==> src/hw/pwd_guard_defs.svh <==
/*
 Timing counts, register offsets, field positions and reset values for the
 password sector protection block. Assumes a 50 MHz pclk.
*/
`ifndef PWD_GUARD_DEFS_SVH
`define PWD_GUARD_DEFS_SVH

// Clock and unlock interval
`define CLK_MHZ 50
`define UNLOCK_INTERVAL_US 100
`define UNLOCK_INTERVAL_CYC (`UNLOCK_INTERVAL_US * `CLK_MHZ)

// Register byte offsets
`define OFF_MODE_CFG 12'h000
`define OFF_BOOT_CFG 12'h004
`define OFF_CMD 12'h008
`define OFF_STATUS 12'h00c
`define OFF_PWD_LO 12'h010
`define OFF_PWD_HI 12'h014
`define OFF_GUARD 12'h018
`define OFF_ADDR_IN 12'h01c
`define OFF_ADDR_OUT 12'h020

// Field positions
`define BIT_READ_GUARD 5
`define BIT_SECRET_LOCK 2
`define BIT_PERSIST_LOCK 1
`define BOOT_LO 8
`define BOOT_HI 9
`define ST_SECTOR_FAIL 1
`define ST_PROG_FAIL 4
`define ST_BUSY 0
`define ST_LOCK_BIT 8
`define ST_READ_GUARD_ON 9

// Reset values
`define MODE_CFG_RST 16'hfeff
`define BOOT_CFG_RST 16'h0300
`define PWD_RST 64'hffff_ffff_ffff_ffff

// Sector select bits of a 26-bit byte address, 256 KB sectors
`define ADDR_W 26
`define SECT_LSB 18
`define SECT_W 8

// Command codes written to the command register
`define CMD_PWD_PROG 4'h1
`define CMD_PWD_READ 4'h2
`define CMD_UNLOCK 4'h3
`define CMD_LOCK_CLEAR 4'h4
`define CMD_MODE_PROG 4'h5
`define CMD_GUARD_PROG 4'h6
`define CMD_GUARD_ERASE 4'h7
`define CMD_ID_READ 4'h8
`define CMD_BOOT_WRITE 4'h9

`endif

==> src/hw/pwd_guard_pkg.sv <==
/*
 Types shared by the password sector protection block.
 Assumes pwd_guard_defs.svh is compiled alongside.
*/
package pwd_guard_pkg;

    // Controller state of the command engine
    typedef enum logic [1:0] {
        IDLE,
        WAIT_INTERVAL
    } ctrl_state_type;

    // Status flags that hardware raises
    typedef struct packed {
        logic sector_lock_fail_flag;
        logic program_fail_flag;
    } fail_flags_type;

endpackage : pwd_guard_pkg

==> src/hw/unlock_timer.sv <==
/*
 Down counter for the busy time after each accepted unlock command.
 Assumes start is a one-cycle pulse from the same clock domain.
*/
`timescale 1ns/1ps
`include "pwd_guard_defs.svh"

module unlock_timer #(
    parameter int unsigned CYCLES = `UNLOCK_INTERVAL_CYC
) (
    input wire logic pclk,
    input wire logic presetn,
    input wire logic start,
    output logic done
);

    logic [15:0] count_r;

    // Count down, pulse done on the last cycle
    always_ff @(posedge pclk or negedge presetn) begin
        if (!presetn) begin
            count_r <= 16'h0000;
            done <= 1'b0;
        end else begin
            done <= 1'b0;
            if (start) begin
                count_r <= 16'(CYCLES);
            end else if (count_r != 16'h0000) begin
                count_r <= count_r - 16'h0001;
                if (count_r == 16'h0001) begin
                    done <= 1'b1;
                end
            end
        end
    end

endmodule : unlock_timer

==> src/hw/password_sector_protection.sv <==
/*
 Password sector protection: password store, unlock engine, lock bit,
 protection mode lock bits and read-password address forcing, reached
 over APB. Assumes a single pclk domain and an APB master that holds
 each request until pready.
*/
// Our own choices: register access over APB and the placing of the registers.
// Behaviour
// - Lock bit set only after a full matching 64-bit password
// - Lock bit cleared on every reset
// - Successful unlock sets the lock bit to one
// - Password program only turns ones into zeros
// - Password resets to all ones, reached only by its own commands
// - Once secret lock is zero, password read and program are ignored
// - Programming a locked password or lock bit again sets both fail flags
// - No erase path exists for the password mode lock bit
// - Password halves any order; compare only after all 64 bits given
// - Mismatch leaves lock bit and sets program fail flag
// - Busy for the unlock interval before the lock bit sets
// - At most one unlock per interval; host polls busy
// - Read guard needs select bit zero and secret lock zero
// - Read guard leaves one 256 KB sector visible; others alias
// - Sector bits forced low for codes 00/10, high for 01/11
// - Boot map codes: 00/01 parameter, 10/11 uniform; reset 11
// - Guard bit program and erase blocked while lock bit is zero
// - Correct unlock disables forcing; reset re-enables it; here reset reloads the mode word, so only lock clear re-enables it
// - Lock bit cleared only by reset or lock clear command
// - Under read guard only id read, unlock and array reads work; here register reads, status clear and password and address staging also work
// - Guard bit reads under read guard return undefined data
// - Under read guard all programming and register writes refused; here writes to status, password halves and address input are accepted
// - Both lock bits at once, or mode write after lock, aborts with flags
`timescale 1ns/1ps
`include "pwd_guard_defs.svh"

module password_sector_protection
    import pwd_guard_pkg::*;
(
    input wire logic pclk,
    input wire logic presetn,
    input wire logic psel,
    input wire logic penable,
    input wire logic pwrite,
    input wire logic [11:0] paddr,
    input wire logic [31:0] pwdata,
    output logic [31:0] prdata,
    output logic pready,
    output logic pslverr,
    output logic [15:0] persistent_sector_guard_bits,
    output logic [15:0] dynamic_sector_guard_bits
);

    // Stored state
    logic [15:0] mode_cfg_r;
    logic [15:0] boot_cfg_r;
    logic [63:0] pwd_r;
    logic [31:0] pwd_lo_r;
    logic [31:0] pwd_hi_r;
    logic [1:0] part_seen_r;
    logic lock_bit_r;
    logic busy_r;
    fail_flags_type flags_r;
    ctrl_state_type state_r;
    logic [`ADDR_W-1:0] addr_in_r;
    logic [`ADDR_W-1:0] addr_out_r;
    logic timer_start;
    logic timer_done;
    logic match_r;

    // Decode and qualifiers
    logic wr_en;
    logic rd_en;
    logic cmd_wr;
    logic [3:0] cmd_code;
    logic secret_locked;
    logic persist_locked;
    logic read_guard_on;
    logic mode_frozen;
    logic reg_wr_ok;
    // Accepted commands and abort causes
    logic pwd_prog_ok;
    logic mode_both_locks;
    logic mode_prog_ok;
    logic boot_wr_ok;
    logic unlock_go;
    logic lock_clear_ok;
    logic guard_wr;
    logic status_clr;
    logic pwd_lo_wr;
    logic pwd_hi_wr;
    logic addr_wr;
    logic set_both;
    logic set_prog;
    logic pwd_set_r;
    logic [31:0] status_word;

    // Writes land in the access phase; reads are fetched at setup
    assign wr_en = psel && penable && pwrite;
    assign rd_en = psel && !penable && !pwrite;
    assign cmd_wr = wr_en && (paddr == `OFF_CMD);
    assign cmd_code = pwdata[3:0];

    // Mode decode of the lock field: 01 password, 10 persistent, 11 temporary
    assign secret_locked = !mode_cfg_r[`BIT_SECRET_LOCK];
    assign persist_locked = !mode_cfg_r[`BIT_PERSIST_LOCK];
    assign mode_frozen = secret_locked || persist_locked;
    assign read_guard_on = !mode_cfg_r[`BIT_READ_GUARD] && secret_locked
        && !lock_bit_r && pwd_set_r;
    // Programming commands, boot writes and guard writes barred while read guard active
    assign reg_wr_ok = !read_guard_on;

    // Command acceptance; a busy engine takes no new command
    assign pwd_prog_ok = cmd_wr && cmd_code == `CMD_PWD_PROG && !secret_locked
        && reg_wr_ok && !busy_r;
    assign mode_both_locks = !pwdata[16 + `BIT_SECRET_LOCK]
        && !pwdata[16 + `BIT_PERSIST_LOCK];
    assign mode_prog_ok = cmd_wr && cmd_code == `CMD_MODE_PROG && !mode_frozen
        && !mode_both_locks && reg_wr_ok && !busy_r;
    assign boot_wr_ok = cmd_wr && cmd_code == `CMD_BOOT_WRITE && reg_wr_ok
        && !busy_r;
    assign unlock_go = (state_r == IDLE) && cmd_wr && cmd_code == `CMD_UNLOCK
        && secret_locked && part_seen_r == 2'b11;
    assign lock_clear_ok = cmd_wr && cmd_code == `CMD_LOCK_CLEAR && !read_guard_on
        && !busy_r;
    assign guard_wr = wr_en && paddr == `OFF_GUARD && reg_wr_ok;
    assign status_clr = wr_en && paddr == `OFF_STATUS && pwdata[0];
    assign pwd_lo_wr = wr_en && paddr == `OFF_PWD_LO;
    assign pwd_hi_wr = wr_en && paddr == `OFF_PWD_HI;
    assign addr_wr = wr_en && paddr == `OFF_ADDR_IN;

    // Abort causes raise both flags; a wrong password only the program flag
    assign set_both = cmd_wr && !busy_r && (
        (cmd_code == `CMD_PWD_PROG && secret_locked) ||
        (cmd_code == `CMD_MODE_PROG && mode_frozen) ||
        (cmd_code == `CMD_MODE_PROG && mode_both_locks));
    assign set_prog = timer_done && !match_r;

    // Password store: only the dedicated command reaches it
    always_ff @(posedge pclk or negedge presetn) begin
        if (!presetn) begin
            pwd_r <= `PWD_RST;
        end else if (pwd_prog_ok) begin
            pwd_r <= pwd_r & {pwd_hi_r, pwd_lo_r};
        end
    end

    // Read guard waits until a password has been programmed
    always_ff @(posedge pclk or negedge presetn) begin
        if (!presetn) begin
            pwd_set_r <= 1'b0;
        end else if (pwd_prog_ok) begin
            pwd_set_r <= 1'b1;
        end
    end

    // Status word as software reads it
    assign status_word = {22'h00_0000, read_guard_on, lock_bit_r, 3'b000,
        flags_r.program_fail_flag, 2'b00, flags_r.sector_lock_fail_flag, busy_r};

    // Password halves staged; seen bits track a complete entry
    always_ff @(posedge pclk or negedge presetn) begin
        if (!presetn) begin
            pwd_lo_r <= 32'hffff_ffff;
            pwd_hi_r <= 32'hffff_ffff;
            part_seen_r <= 2'b00;
        end else begin
            if (pwd_lo_wr) begin
                pwd_lo_r <= pwdata;
                part_seen_r[0] <= 1'b1;
            end else if (pwd_hi_wr) begin
                pwd_hi_r <= pwdata;
                part_seen_r[1] <= 1'b1;
            end else if (cmd_wr && cmd_code == `CMD_UNLOCK && !busy_r) begin
                part_seen_r <= 2'b00;
            end
        end
    end

    // Protection mode word: program only clears bits; only reset sets them again
    always_ff @(posedge pclk or negedge presetn) begin
        if (!presetn) begin
            mode_cfg_r <= `MODE_CFG_RST;
        end else if (mode_prog_ok) begin
            mode_cfg_r <= mode_cfg_r & pwdata[31:16];
        end
    end

    // Boot map word; volatile, written through the command register
    always_ff @(posedge pclk or negedge presetn) begin
        if (!presetn) begin
            boot_cfg_r <= `BOOT_CFG_RST;
        end else if (boot_wr_ok) begin
            boot_cfg_r <= pwdata[31:16];
        end
    end

    // Unlock engine: compare once, then hold busy for the interval
    always_ff @(posedge pclk or negedge presetn) begin
        if (!presetn) begin
            state_r <= IDLE;
            busy_r <= 1'b0;
            match_r <= 1'b0;
        end else begin
            case (state_r)
                IDLE: begin
                    if (unlock_go) begin
                        match_r <= ({pwd_hi_r, pwd_lo_r} == pwd_r);
                        busy_r <= 1'b1;
                        state_r <= WAIT_INTERVAL;
                    end
                end
                WAIT_INTERVAL: begin
                    // Further unlocks ignored while busy
                    if (timer_done) begin
                        busy_r <= 1'b0;
                        state_r <= IDLE;
                    end
                end
                default: begin
                    state_r <= IDLE;
                    busy_r <= 1'b0;
                end
            endcase
        end
    end

    // One full interval per accepted unlock
    assign timer_start = unlock_go;

    unlock_timer #(
        .CYCLES(`UNLOCK_INTERVAL_CYC)
    ) u_unlock_timer (
        .pclk(pclk),
        .presetn(presetn),
        .start(timer_start),
        .done(timer_done)
    );

    // Lock bit: zero at reset, set by a good unlock, cleared by command
    always_ff @(posedge pclk or negedge presetn) begin
        if (!presetn) begin
            lock_bit_r <= 1'b0;
        end else if (timer_done && match_r) begin
            lock_bit_r <= 1'b1;
        end else if (lock_clear_ok) begin
            lock_bit_r <= 1'b0;
        end
    end

    // Persistent guard bits: program and erase need the lock bit at one
    always_ff @(posedge pclk or negedge presetn) begin
        if (!presetn) begin
            persistent_sector_guard_bits <= 16'hffff;
        end else if (cmd_wr && reg_wr_ok && !busy_r && lock_bit_r) begin
            if (cmd_code == `CMD_GUARD_PROG) begin
                persistent_sector_guard_bits <= persistent_sector_guard_bits
                    & pwdata[31:16];
            end else if (cmd_code == `CMD_GUARD_ERASE) begin
                persistent_sector_guard_bits <= 16'hffff;
            end
        end
    end

    // Dynamic guard bits: plain register, refused under read guard
    always_ff @(posedge pclk or negedge presetn) begin
        if (!presetn) begin
            dynamic_sector_guard_bits <= 16'hffff;
        end else if (guard_wr) begin
            dynamic_sector_guard_bits <= pwdata[15:0];
        end
    end

    // Fail flags: set wins over a clear in the same cycle
    always_ff @(posedge pclk or negedge presetn) begin
        if (!presetn) begin
            flags_r <= '0;
        end else begin
            if (status_clr) begin
                flags_r <= '0;
            end
            if (set_both) begin
                flags_r <= '{sector_lock_fail_flag: 1'b1, program_fail_flag: 1'b1};
            end else if (set_prog) begin
                flags_r.program_fail_flag <= 1'b1;
            end
        end
    end

    // Address forcing path: sector bits pinned to the boot sector
    always_ff @(posedge pclk or negedge presetn) begin
        if (!presetn) begin
            addr_in_r <= '0;
            addr_out_r <= '0;
        end else begin
            if (addr_wr) begin
                addr_in_r <= pwdata[`ADDR_W-1:0];
            end
            addr_out_r <= addr_in_r;
            if (read_guard_on) begin
                addr_out_r[`SECT_LSB +: `SECT_W] <= {`SECT_W{boot_cfg_r[`BOOT_LO]}};
            end
        end
    end

    // Read mux; password visible only before secret lock
    always_ff @(posedge pclk or negedge presetn) begin
        if (!presetn) begin
            prdata <= 32'h0000_0000;
        end else begin
            prdata <= 32'h0000_0000;
            if (rd_en) begin
                case (paddr)
                    `OFF_MODE_CFG: prdata <= {16'h0000, mode_cfg_r};
                    `OFF_BOOT_CFG: prdata <= {16'h0000, boot_cfg_r};
                    `OFF_STATUS: prdata <= status_word;
                    `OFF_PWD_LO: prdata <= secret_locked ? 32'h0000_0000
                        : pwd_r[31:0];
                    `OFF_PWD_HI: prdata <= secret_locked ? 32'h0000_0000
                        : pwd_r[63:32];
                    // Undefined under read guard; zero chosen
                    `OFF_GUARD: prdata <= read_guard_on ? 32'h0000_0000
                        : {persistent_sector_guard_bits,
                        dynamic_sector_guard_bits};
                    `OFF_ADDR_OUT: prdata <= {6'h00, addr_out_r};
                    default: prdata <= 32'h0000_0000;
                endcase
            end
        end
    end

    // Zero-wait slave; unmapped access errors
    always_ff @(posedge pclk or negedge presetn) begin
        if (!presetn) begin
            pready <= 1'b0;
            pslverr <= 1'b0;
        end else begin
            pready <= psel && !penable;
            pslverr <= psel && !penable && (paddr > `OFF_ADDR_OUT
                || paddr[1:0] != 2'b00);
        end
    end

endmodule : password_sector_protection

==> config.mk <==
export PLATFORM = sky130hd
export DESIGN_NAME = password_sector_protection
export DESIGN_NICKNAME = d
export VERILOG_FILES = /design/src/hw/pwd_guard_pkg.sv /design/src/hw/unlock_timer.sv /design/src/hw/password_sector_protection.sv
export VERILOG_INCLUDE_DIRS = /design/src /design/src/hw
export SDC_FILE = /design/constraint.sdc
export NUM_CORES = 1
export LEC_CHECK = 0
export BUFFER_PORTS_ARGS = -buffer_cell sky130_fd_sc_hd__clkbuf_2
export CAP_MARGIN = 20
export CELL_PAD_IN_SITES_DETAIL_PLACEMENT = 1
export CELL_PAD_IN_SITES_GLOBAL_PLACEMENT = 1
export CORE_ASPECT_RATIO = 0.7
export CORE_UTILIZATION = 40
export DETAILED_ROUTE_END_ITERATION = 8
export GPL_TIMING_DRIVEN = 0
export PLACE_DENSITY_LB_ADDON = 0.2
export SLEW_MARGIN = 20
export SYNTH_ARGS = -nofsm -noshare
export SYNTH_HDL_FRONTEND = slang
export SYNTH_SLANG_ARGS = --single-unit
==> constraint.sdc <==
create_clock -name pclk -period 2.95 [get_ports pclk]
set_clock_uncertainty 0.1 [all_clocks]
set_input_delay 0.1475 -clock pclk [delete_from_list [all_inputs] [get_ports pclk]]
set_output_delay 0.1475 -clock pclk [all_outputs]
set_load 0.02 [all_outputs]
# Word level (Yosys, flattened, before mapping)
# Index checks and enable logic that the tools add are counted.
classes:
  order_cmp: 1
  n_bitwise: 4
  n_reduce_logical: 82
  n_eq_ne: 22
  n_mux: 29
  addsub: 1
ops:
  columns: ["cell", "count"]
  rows:
  - ["$pmux W32 S7", 1]
  - ["$mux W32", 4]
  - ["$and A64 B64 Y64", 1]
  - ["$eq A64 B64 Y1", 1]
  - ["$mux W16", 4]
  - ["$eq A12 B5 Y1 const B", 4]
  - ["$logic_and A1 B1 Y1", 48]
  - ["$and A16 B16 Y16", 2]
  - ["$eq A12 B4 Y1 const B", 2]
  - ["$eq A16 B1 Y1 const B", 1]
  - ["$eq A4 B3 Y1 const B", 4]
  - ["$reduce_bool A16 Y1", 1]
  - ["$sub A16 B1 Y16 const B", 1]
  - ["$reduce_bool A2 Y1", 7]
  - ["$logic_not A1 Y1", 13]
  - ["$mux W1", 13]
  - ["$eq A12 B3 Y1 const B", 1]
  - ["$eq A12 B6 Y1 const B", 1]
  - ["$gt A12 B6 Y1 const B", 1]
  - ["$logic_not A12 Y1", 1]
  - ["$reduce_and A2 Y1", 6]
  - ["$mux W2", 4]
  - ["$mux W8", 1]
  - ["$eq A4 B1 Y1 const B", 1]
  - ["other kinds (12)", 16]
word_totals:
  ff_bits: 305
  out_inout_bits: 66
  in_bits: 49
  elab_cells: 162

# Depth between registers and ports, before layout
# Gate-level depths: netlist of run 1.
logic_depth:
  ltp_word: 9
  ltp_mapped: 8
  ltp_nobuf: 6

# Cells and area by module
# From an unflattened synthesis of run 1, not the netlist that was laid out.
unflattened:
  cells_unflattened: 1100
  hier_area_um2: 14062.2
modules_own_cells:
  columns: ["module", "seq_area_each_um2", "instances", "cells_per_inst", "area_per_inst_um2"]
  rows:
  - ["password_sector_protection", 7378.3, 1, 997, 13055.0]
  - ["unlock_timer", 425.4, 1, 103, 1007.2]

# Worst setup path before layout of run 1
# No wires, ideal clock.
synth_path:
  kind: "input to register"
  start: "in paddr[11]"
  end: "reg pwd_r[14]"
  t_arrival_ns: 2.188
  path_buffers: 2
  required_ns: 2.765
  stages: 6
  setup_ns: 0.085
  setup_slack_ns: 0.578
  path_cell_list: "or4_4 -> or4_4 -> nor4_2 -> buf_4 -> buf_6 -> mux2_1"
synth_via:
  elab_chain_len: 6
synth_rtl:
  columns: ["element", "line", "rtl"]
  rows:
  - ["from (decl)", "password_sector_protection.sv:43", "input wire logic [11:0] paddr,"]
  - ["$eq A12 B4 Y1 (no line)", null, null]
  - ["$logic_and A1 B1 Y1", "password_sector_protection.sv:99", "assign cmd_wr = wr_en && (paddr == `OFF_CMD);"]
  - ["$logic_and A1 B1 Y1 (no line)", null, null]
  - ["$logic_and A1 B1 Y1 (3 in series)", "password_sector_protection.sv:112", "assign pwd_prog_ok = cmd_wr && cmd_code == `CMD_PWD_PROG && !secret_locked"]
  - ["to (signal assigned)", "password_sector_protection.sv:140", "pwd_r <= `PWD_RST;"]
  - ["to (signal assigned)", "password_sector_protection.sv:142", "pwd_r <= pwd_r & {pwd_hi_r, pwd_lo_r};"]
  - ["to (decl)", "password_sector_protection.sv:55", "logic [63:0] pwd_r;"]
# No other way between the ends.
# A chain may end at the register's enable or synchronous reset.

# Worst setup path in the final report of run 1
layout_path:
  start: "reg pwd_r[6]"
  end: "reg match_r"
layout_via:
  elab_chain_len: 1
layout_rtl:
  columns: ["element", "line", "rtl"]
  rows:
  - ["$eq A64 B64 Y1", "password_sector_protection.sv:206", "match_r <= ({pwd_hi_r, pwd_lo_r} == pwd_r);"]
  - ["to (signal assigned)", "password_sector_protection.sv:206", null]
  - ["to (decl)", "password_sector_protection.sv:67", "logic match_r;"]
# No other way between the ends.

==> flow_metrics.py, run 1 <==
metrics = {
    "floorplanning": {
        "coreArea_um2": 33630,
        "rows": 56,
        "start_util_pct": 40.84,
        "ios": 115,
        "fp.dieH_um": 157.0,
        "die_w_um": 223.5,
        "dieArea_um2": 35100,
    },
    "clock_network": {
        "clk_latency_ns": 0.59,
        "numCtsBuffers": 31,
        "cts_tree": "built",
        "cts_buffer_depth": 3,
        "post-cts-setup-buffers": 0,
        "htreeDepth": 1,
        "clock-root-buffer": "clkbuf_16",
        "cts.clk_slew.worst_paths_ns": 0.07,
        "clock_sinks": 303,
    },
    "global_routing": {
        "grt_antenna_before_repair": 0,
        "grt_max_degree": 91,
        "grt_usage_pct": 24.41,
        "grt_pass1_vias": 9927,
        "grt_pass1_wl_um": 63420,
        "overflow": 0,
    },
    "sta": {
        "slew-limit-headroom_pct": 26.96,
        "fin_crit_sh_pct": 97.96,
        "report.final.slew_viol_count": 0,
        "tightest_slew_ns": 1.096,
        "max_freq_ghz": 0.3460,
        "finalHoldViolCount": 0,
        "rsz0062_at_grt": "false",
        "min_period_ns": 2.890,
        "fin_hold_ws_ns": 0.01913,
        "setup_ws_ns": 0.06006,
        "setup_viol": 0,
    },
    "pwr": {
        "total_power_mw": 8.502,
        "pwr-share-seq_pct": 49.1,
        "p_switching_mw": 1.946,
        "netSwitchingFraction_pct": 22.89,
        "intPower_mw": 6.556,
        "pwr-share-comb_pct": 3.7,
        "clkPwrFrac_pct": 47.2,
        "peakVddDrop_mv": 0.4091,
        "leakagePower_nw": 7.670,
        "power_density_nw_per_um2": 517.5,
    },
    "route": {
        "vias": 9393,
        "drtIter0Drc": 588,
        "drt-total-wl_um": 41710,
        "wl_per_cell_um": 24.97,
        "drt-pass1-iter-count": 5,
        "ant_nets": 0,
        "drc_errors": 0,
        "vias_per_cell": 5.625,
    },
    "yosys": {
        "synthCells": 1021,
        "syn_area_um2": 13740,
        "syn-num-nets": 1137,
        "avgSynthCellArea_um2": 13.45,
        "async_flop_share_pct": 100.0,
        "ys_ff_latch": 303,
        "ys.warnings.count": 0,
        "synth-main-ff-cell": "dfstp_2",
        "seq_area_frac_synth_pct": 56.81,
        "synth.distinct_cells": 51,
        "synth_edf_count": 0,
    },
    "final_layout": {
        "drive_gt1_share_pct": 46.19,
        "area_growth_syn_to_layout_pct": 19.61,
        "num-fill-cells": 3418,
        "stdcell_count": 1670,
        "final_area_um2": 16430,
        "layout.nets": 1325,
    },
    "worst_hold_path": {
        "hold_end": "flags_r[1]$_DFFE_PN0P_",
        "hold_start": "paddr[9]",
        "hp-class": "primary input to register",
        "whs_path_depth": 5,
    },
    "place": {
        "dp_hpwl_um": 29280,
        "placed_area_um2": 14970,
        "numPortBuffers": 113,
        "dp.cells": 1574,
        "place_ws_ns": -0.5623,
        "place_congestion": 0.8446,
    },
    "setup_path": {
        "critical_path_class": "register to register",
        "r2r-start": "pwd_r[6]$_DFFE_PN1P_",
        "r2r_end": "match_r$_DFFE_PN0P_",
        "arrival_ns": 3.31,
        "cp.required_ns": 3.37,
        "slowest_stage": "nor4_1",
        "end_kind": "register",
        "reg2reg_slack_ns": 0.06,
        "worstSetupStartpointType": "register",
        "critical_path_buf_inv_count": 0,
        "path_cells": "ha_1, nor4_1, nand4_1, nor4_1, mux2_2",
        "cp_slowest_stage_delay_ns": 0.90,
        "path_common_cell": "nor4_1",
        "reg2reg_depth": 5,
        "critPathTopFamily": "simple AND/OR/NAND/NOR gates",
        "path_max_fanout": 3,
    },
    "status": {
        "status": "complete, no violations",
    },
    "flow_run": {
        "cap_violations": 0,
    },
}
-- state kept, by name, indices dropped and copies added, names as in the netlist, 2 cells and up --
signal,cells
dynamic_sector_guard_bits,16
addr_in_r,26
boot_cfg_r,16
part_seen_r,2
mode_cfg_r,16
pwd_hi_r,32
prdata,32
pwd_r,64
u_unlock_timer.count_r,16
persistent_sector_guard_bits,16
addr_out_r,26
flags_r,2
pwd_lo_r,32
-- routing by layer --
layer | vias up | GRT usage [%] | wire (um)
met5 | - | 0 | 0
met4 | 0 | 5.740 | 804
met3 | 59 | 3.789 | 1615
met2 | 174 | 38.54 | 19000
met1 | 4996 | 35.29 | 20280
li1 | 4164 | - | -
-- power groups by stage --
stage,clock [mW],combinational (mW),sequential (mW)
floorplan,0,0.0593,4.24
global placement,0,0.261,4.24
detailed placement,0,0.278,4.24
CTS,4.10,0.317,4.17
global route,4.26,0.340,4.17
finish,4.01,0.313,4.17
-- tightest hold or removal path: stages --
cell and delay, ns:
clkbuf_2 0.08, or4_4 0.14, or4_4 0.17, o21ai_0 0.08, nand2_1 0.05
-- kinds of logic (layout without fill, tap and decap cells) --
kind of cell    count (synthesis)  after routing  synth area share, %
other cells                     0              1                    0
compound gates                134            134                6.522
mux                           237            237                19.43
xor+xnor                        1              1              0.06378
fa+ha+maj                      67             67                6.103
buf+inv                        63            276                2.141
flops                         303            303                56.81
simple gates                  216            216                8.927
-- worst max path at each step --
stage                                    from                                         to  cells after the start
floorplan                           paddr[11]                      pwd_r[14]$_DFFE_PN1P_                      6
global placement                      presetn                        prdata[6]$_DFF_PN0_                      1
detailed placement                  paddr[11]                       prdata[15]$_DFF_PN0_                      7
CTS                 mode_cfg_r[5]$_DFFE_PN1P_  dynamic_sector_guard_bits[12]$_DFFE_PN1P_                      7
global route             pwd_r[6]$_DFFE_PN1P_                        match_r$_DFFE_PN0P_                      5
finish                   pwd_r[6]$_DFFE_PN1P_                        match_r$_DFFE_PN0P_                      5
-- Yosys cell counts, types with 4 or more instances --
library cell / n / area share [%]
mux2_2: 188 / 15
dfstp_2: 177 / 34
dfrtp_1: 126 / 23
ha_1: 67 / 6.1
nand2_1: 62 / 1.7
mux2_1: 49 / 4.0
a22oi_1: 40 / 2.2
clkbuf_1: 34 / 0.93
a21oi_1: 27 / 0.98
nor3_1: 27 / 0.98
nor4_1: 21 / 0.96
o31ai_1: 19 / 1.0
nand4_1: 18 / 0.82
nor2_1: 16 / 0.44
o21ai_0: 16 / 0.58
a21boi_0: 15 / 0.82
or3_1: 12 / 0.55
buf_2: 10 / 0.36
inv_1: 10 / 0.27
nand3_1: 10 / 0.36
a31oi_1: 9 / 0.41
or4_1: 7 / 0.38
buf_6: 5 / 0.41
nand2b_1: 4 / 0.18
nand4b_1: 4 / 0.26
nor4_2: 4 / 0.36
-- cells in the final DEF (no fill, tap or decap), types with 4 or more instances in the layout --
master and instances:
mux2_2 188, clkbuf_16 31, buf_2 10, clkinv_2 4, dfstp_2 177, nand4b_1 4
a21boi_0 15, o31ai_1 19, clkbuf_2 115, dlygate4sd3_1 38, nor4_2 5, inv_1 10
dfrtp_1 126, a22oi_1 40, clkbuf_1 41, nand2_1 62, a21oi_1 27, nand4_1 18
ha_1 67, mux2_1 49, nand2b_1 4, nor2_1 16, or4_1 7, a31oi_1 9
nor3_1 25, buf_6 7, o21ai_0 16, or3_1 12, nor4_1 17, clkbuf_8 7
nand3_1 10
-- through the flow --
step | util [%] | TNS [ns]
detailed placement | 44.52 | -15.53
finish | 48.85 | 0
global placement | 44.14 | -1126.44
CTS | 48.79 | 0
floorplan | - | 0
global route | 48.84 | 0
-- what timing repair did --
item | 4_1_cts | 5_1_grt
hold buffers | 38 | 0
resized for setup | 5 | 5
hold endpoints to repair | 216 | 0
setup endpoints to repair | 14 | 14
-- layout make-up --
| type | instances | area (um^2) | area share, % |
|---|---|---|---|
| Sequential cell | 303 | 7804 | 47.50 |
| Multi-Input combinational cell | 655 | 5699 | 34.69 |
| Timing Repair Buffer | 156 | 1060 | 6.450 |
| Clock buffer | 48 | 899.6 | 5.476 |
| Tap cell | 435 | 544.3 | 3.313 |
| Buffer | 52 | 256.5 | 1.561 |
| Clock inverter | 10 | 126.4 | 0.7692 |
| Inverter | 10 | 37.54 | 0.2285 |
| Antenna cell | 1 | 2.502 | 0.01523 |
No activity file was read; power rests on OpenSTA's default activity.
==> inputs of run 2 (changes only) <==
--- a/config.mk
+++ b/config.mk
@@ -14,6 +14,7 @@
 export CORE_UTILIZATION = 40
 export DETAILED_ROUTE_END_ITERATION = 8
 export GPL_TIMING_DRIVEN = 0
+export HOLD_SLACK_MARGIN = 0.05
 export PLACE_DENSITY_LB_ADDON = 0.2
 export SLEW_MARGIN = 20
 export SYNTH_ARGS = -nofsm -noshare
==> flow_metrics.py, run 2 (same netlist as run 1, synthesis figures left out) <==
metrics = {
    "final_layout": {
        "regMostFlops": "pwd_r",
        "fin_util_pct": 49.07,
        "seq_area_um2": 7804,
        "area_growth_syn_to_layout_pct": 20.15,
        "stdcell_count": 1676,
        "num-fill-cells": 3422,
        "drive_gt1_share_pct": 46.09,
        "num_antenna_cells": 0,
        "largest_reg_flops": 64,
        "multi_input_area_um2": 5704,
        "mostFrequentLayoutCells": "188 x mux2_2, 177 x dfstp_2, 126 x dfrtp_1, 116 x clkbuf_2, 67 x ha_1",
        "final_common_cell": "mux2_2",
        "layout.nets": 1332,
    },
    "sta": {
        "tns_ns": 0,
        "setup_ws_ns": 0.07478,
        "fin_hold_ws_ns": 0.07664,
        "rsz0062_at_grt": "false",
        "finalHoldViolCount": 0,
        "report.final.slew_viol_count": 0,
        "min_period_ns": 2.875,
        "tightest_slew_ns": 1.037,
        "setup_viol": 0,
        "max_freq_ghz": 0.3478,
        "slew-limit-headroom_pct": 30.21,
        "fin_crit_sh_pct": 97.47,
    },
    "floorplanning": {
        "fp.dieH_um": 157.0,
        "rows": 56,
        "die_w_um": 223.5,
        "dieArea_um2": 35100,
        "start_util_pct": 40.84,
        "coreArea_um2": 33630,
        "ios": 115,
    },
    "setup_path": {
        "reg2reg_depth": 5,
        "cp.required_ns": 3.37,
        "arrival_ns": 3.29,
        "r2r_end": "match_r$_DFFE_PN0P_",
        "reg2reg_slack_ns": 0.07,
        "worstSetupStartpointType": "register",
        "path_max_fanout": 3,
        "slowest_stage": "nor4_1",
        "cp_slowest_stage_delay_ns": 0.89,
        "end_kind": "register",
        "critPathTopFamily": "simple AND/OR/NAND/NOR gates",
        "path_common_cell": "nor4_1",
        "r2r-start": "pwd_r[6]$_DFFE_PN1P_",
        "path_cells": "ha_1, nor4_1, nand4_1, nor4_1, mux2_2",
        "critical_path_buf_inv_count": 0,
        "critical_path_class": "register to register",
    },
    "place": {
        "dp_hpwl_um": 29280,
        "place_congestion": 0.8446,
        "numPortBuffers": 113,
        "place_ws_ns": -0.5623,
        "dp.cells": 1574,
    },
    "status": {
        "status": "complete, no violations",
    },
    "global_routing": {
        "grt_pass1_vias": 9996,
        "grt_pass1_wl_um": 63820,
        "grt_max_degree": 91,
        "overflow": 0,
        "grt_usage_pct": 24.58,
        "grt_antenna_before_repair": 0,
    },
    "route": {
        "drtIter0Drc": 572,
        "wl_per_cell_um": 25.01,
        "drt-pass1-iter-count": 4,
        "vias_per_cell": 5.628,
        "drt-total-wl_um": 41920,
        "vias": 9432,
        "drc_errors": 0,
        "ant_nets": 0,
    },
    "clock_network": {
        "cts.clk_slew.worst_paths_ns": 0.06,
        "cts_tree": "built",
        "clk_latency_ns": 0.59,
        "post-cts-setup-buffers": 0,
        "clock-root-buffer": "clkbuf_16",
        "cts_buffer_depth": 3,
        "numCtsBuffers": 31,
        "clock_sinks": 303,
        "htreeDepth": 1,
    },
    "worst_hold_path": {
        "hp-class": "primary input to register",
        "hold_end": "lock_bit_r$_DFFE_PN0P_",
        "whs_path_depth": 5,
        "hold_start": "psel",
    },
    "flow_run": {
        "cap_violations": 0,
    },
    "pwr": {
        "leakagePower_nw": 7.705,
        "peakVddDrop_mv": 0.4095,
        "power_density_nw_per_um2": 515.3,
    },
}
==> run 2: changes by cell type in the layout (fill, tap and decap cells not counted), sizes merged <==
cell / delta
dlygate4sd3: +7
diode: -1
==> run 2: worst max-delay path by stage <==
stage | start | end | slack (ns) | cells after the start
2_1_floorplan | paddr[11] | pwd_r[14]$_DFFE_PN1P_ | 0.58 | 6
4_1_cts | mode_cfg_r[5]$_DFFE_PN1P_ | dynamic_sector_guard_bits[12]$_DFFE_PN1P_ | 0.01 | 7
3_3_place_gp | presetn | prdata[6]$_DFF_PN0_ | -4.99 | 1
6_report | pwd_r[6]$_DFFE_PN1P_ | match_r$_DFFE_PN0P_ | 0.07 | 5
5_1_grt | paddr[1] | u_unlock_timer.count_r[0]$_DFFE_PN0P_ | 0.06 | 7
3_5_place_dp | paddr[11] | prdata[15]$_DFF_PN0_ | -0.56 | 7
==> run 2: where the power goes <==
part	switching (mW)	internal [mW]
Sequential	0.00170	4.17
Combinational	0.216	0.102
Clock	1.73	2.28
==> run 2: worst min-delay path, cell delays in order <==
cell,delay [ns]
clkbuf_2,0.09
nand3_1,0.19
nor3_1,0.07
nand4b_1,0.09
a22o_1,0.12
==> run 2: area by class of cell <==
class	instances	share of cell area [%]
flip-flops and latches	303	47.29
multi-input cells	655	34.56
repair buffers	163	6.846
clock buffers	48	5.451
well taps	435	3.298
plain buffers	52	1.562
clock inverters	10	0.7657
inverters	10	0.2274
==> run 2: repair_timing <==
item	4_1_cts	5_1_grt
gates resized for setup	5	8
endpoints found under the setup margin	14	26
pin swaps	0	0
hold buffers	45	0
endpoints found under the hold margin	295	0
==> run 2: through the flow <==
stage               power (mW)  cell area (um^2)
finish                   8.503             16500
global route             8.774             16500
CTS                      8.596             16480
detailed placement       4.520             14970
global placement         4.501             14850
floorplan                4.303             13740
==> run 2: per-layer routing <==
| layer | share of wire (%) | GRT usage, % |
|---|---|---|
| met1 | 49 | 35.64 |
| met2 | 45 | 38.81 |
| met3 | 3.5 | 3.621 |
| met4 | 2.1 | 5.806 |
| met5 | 0 | 0 |
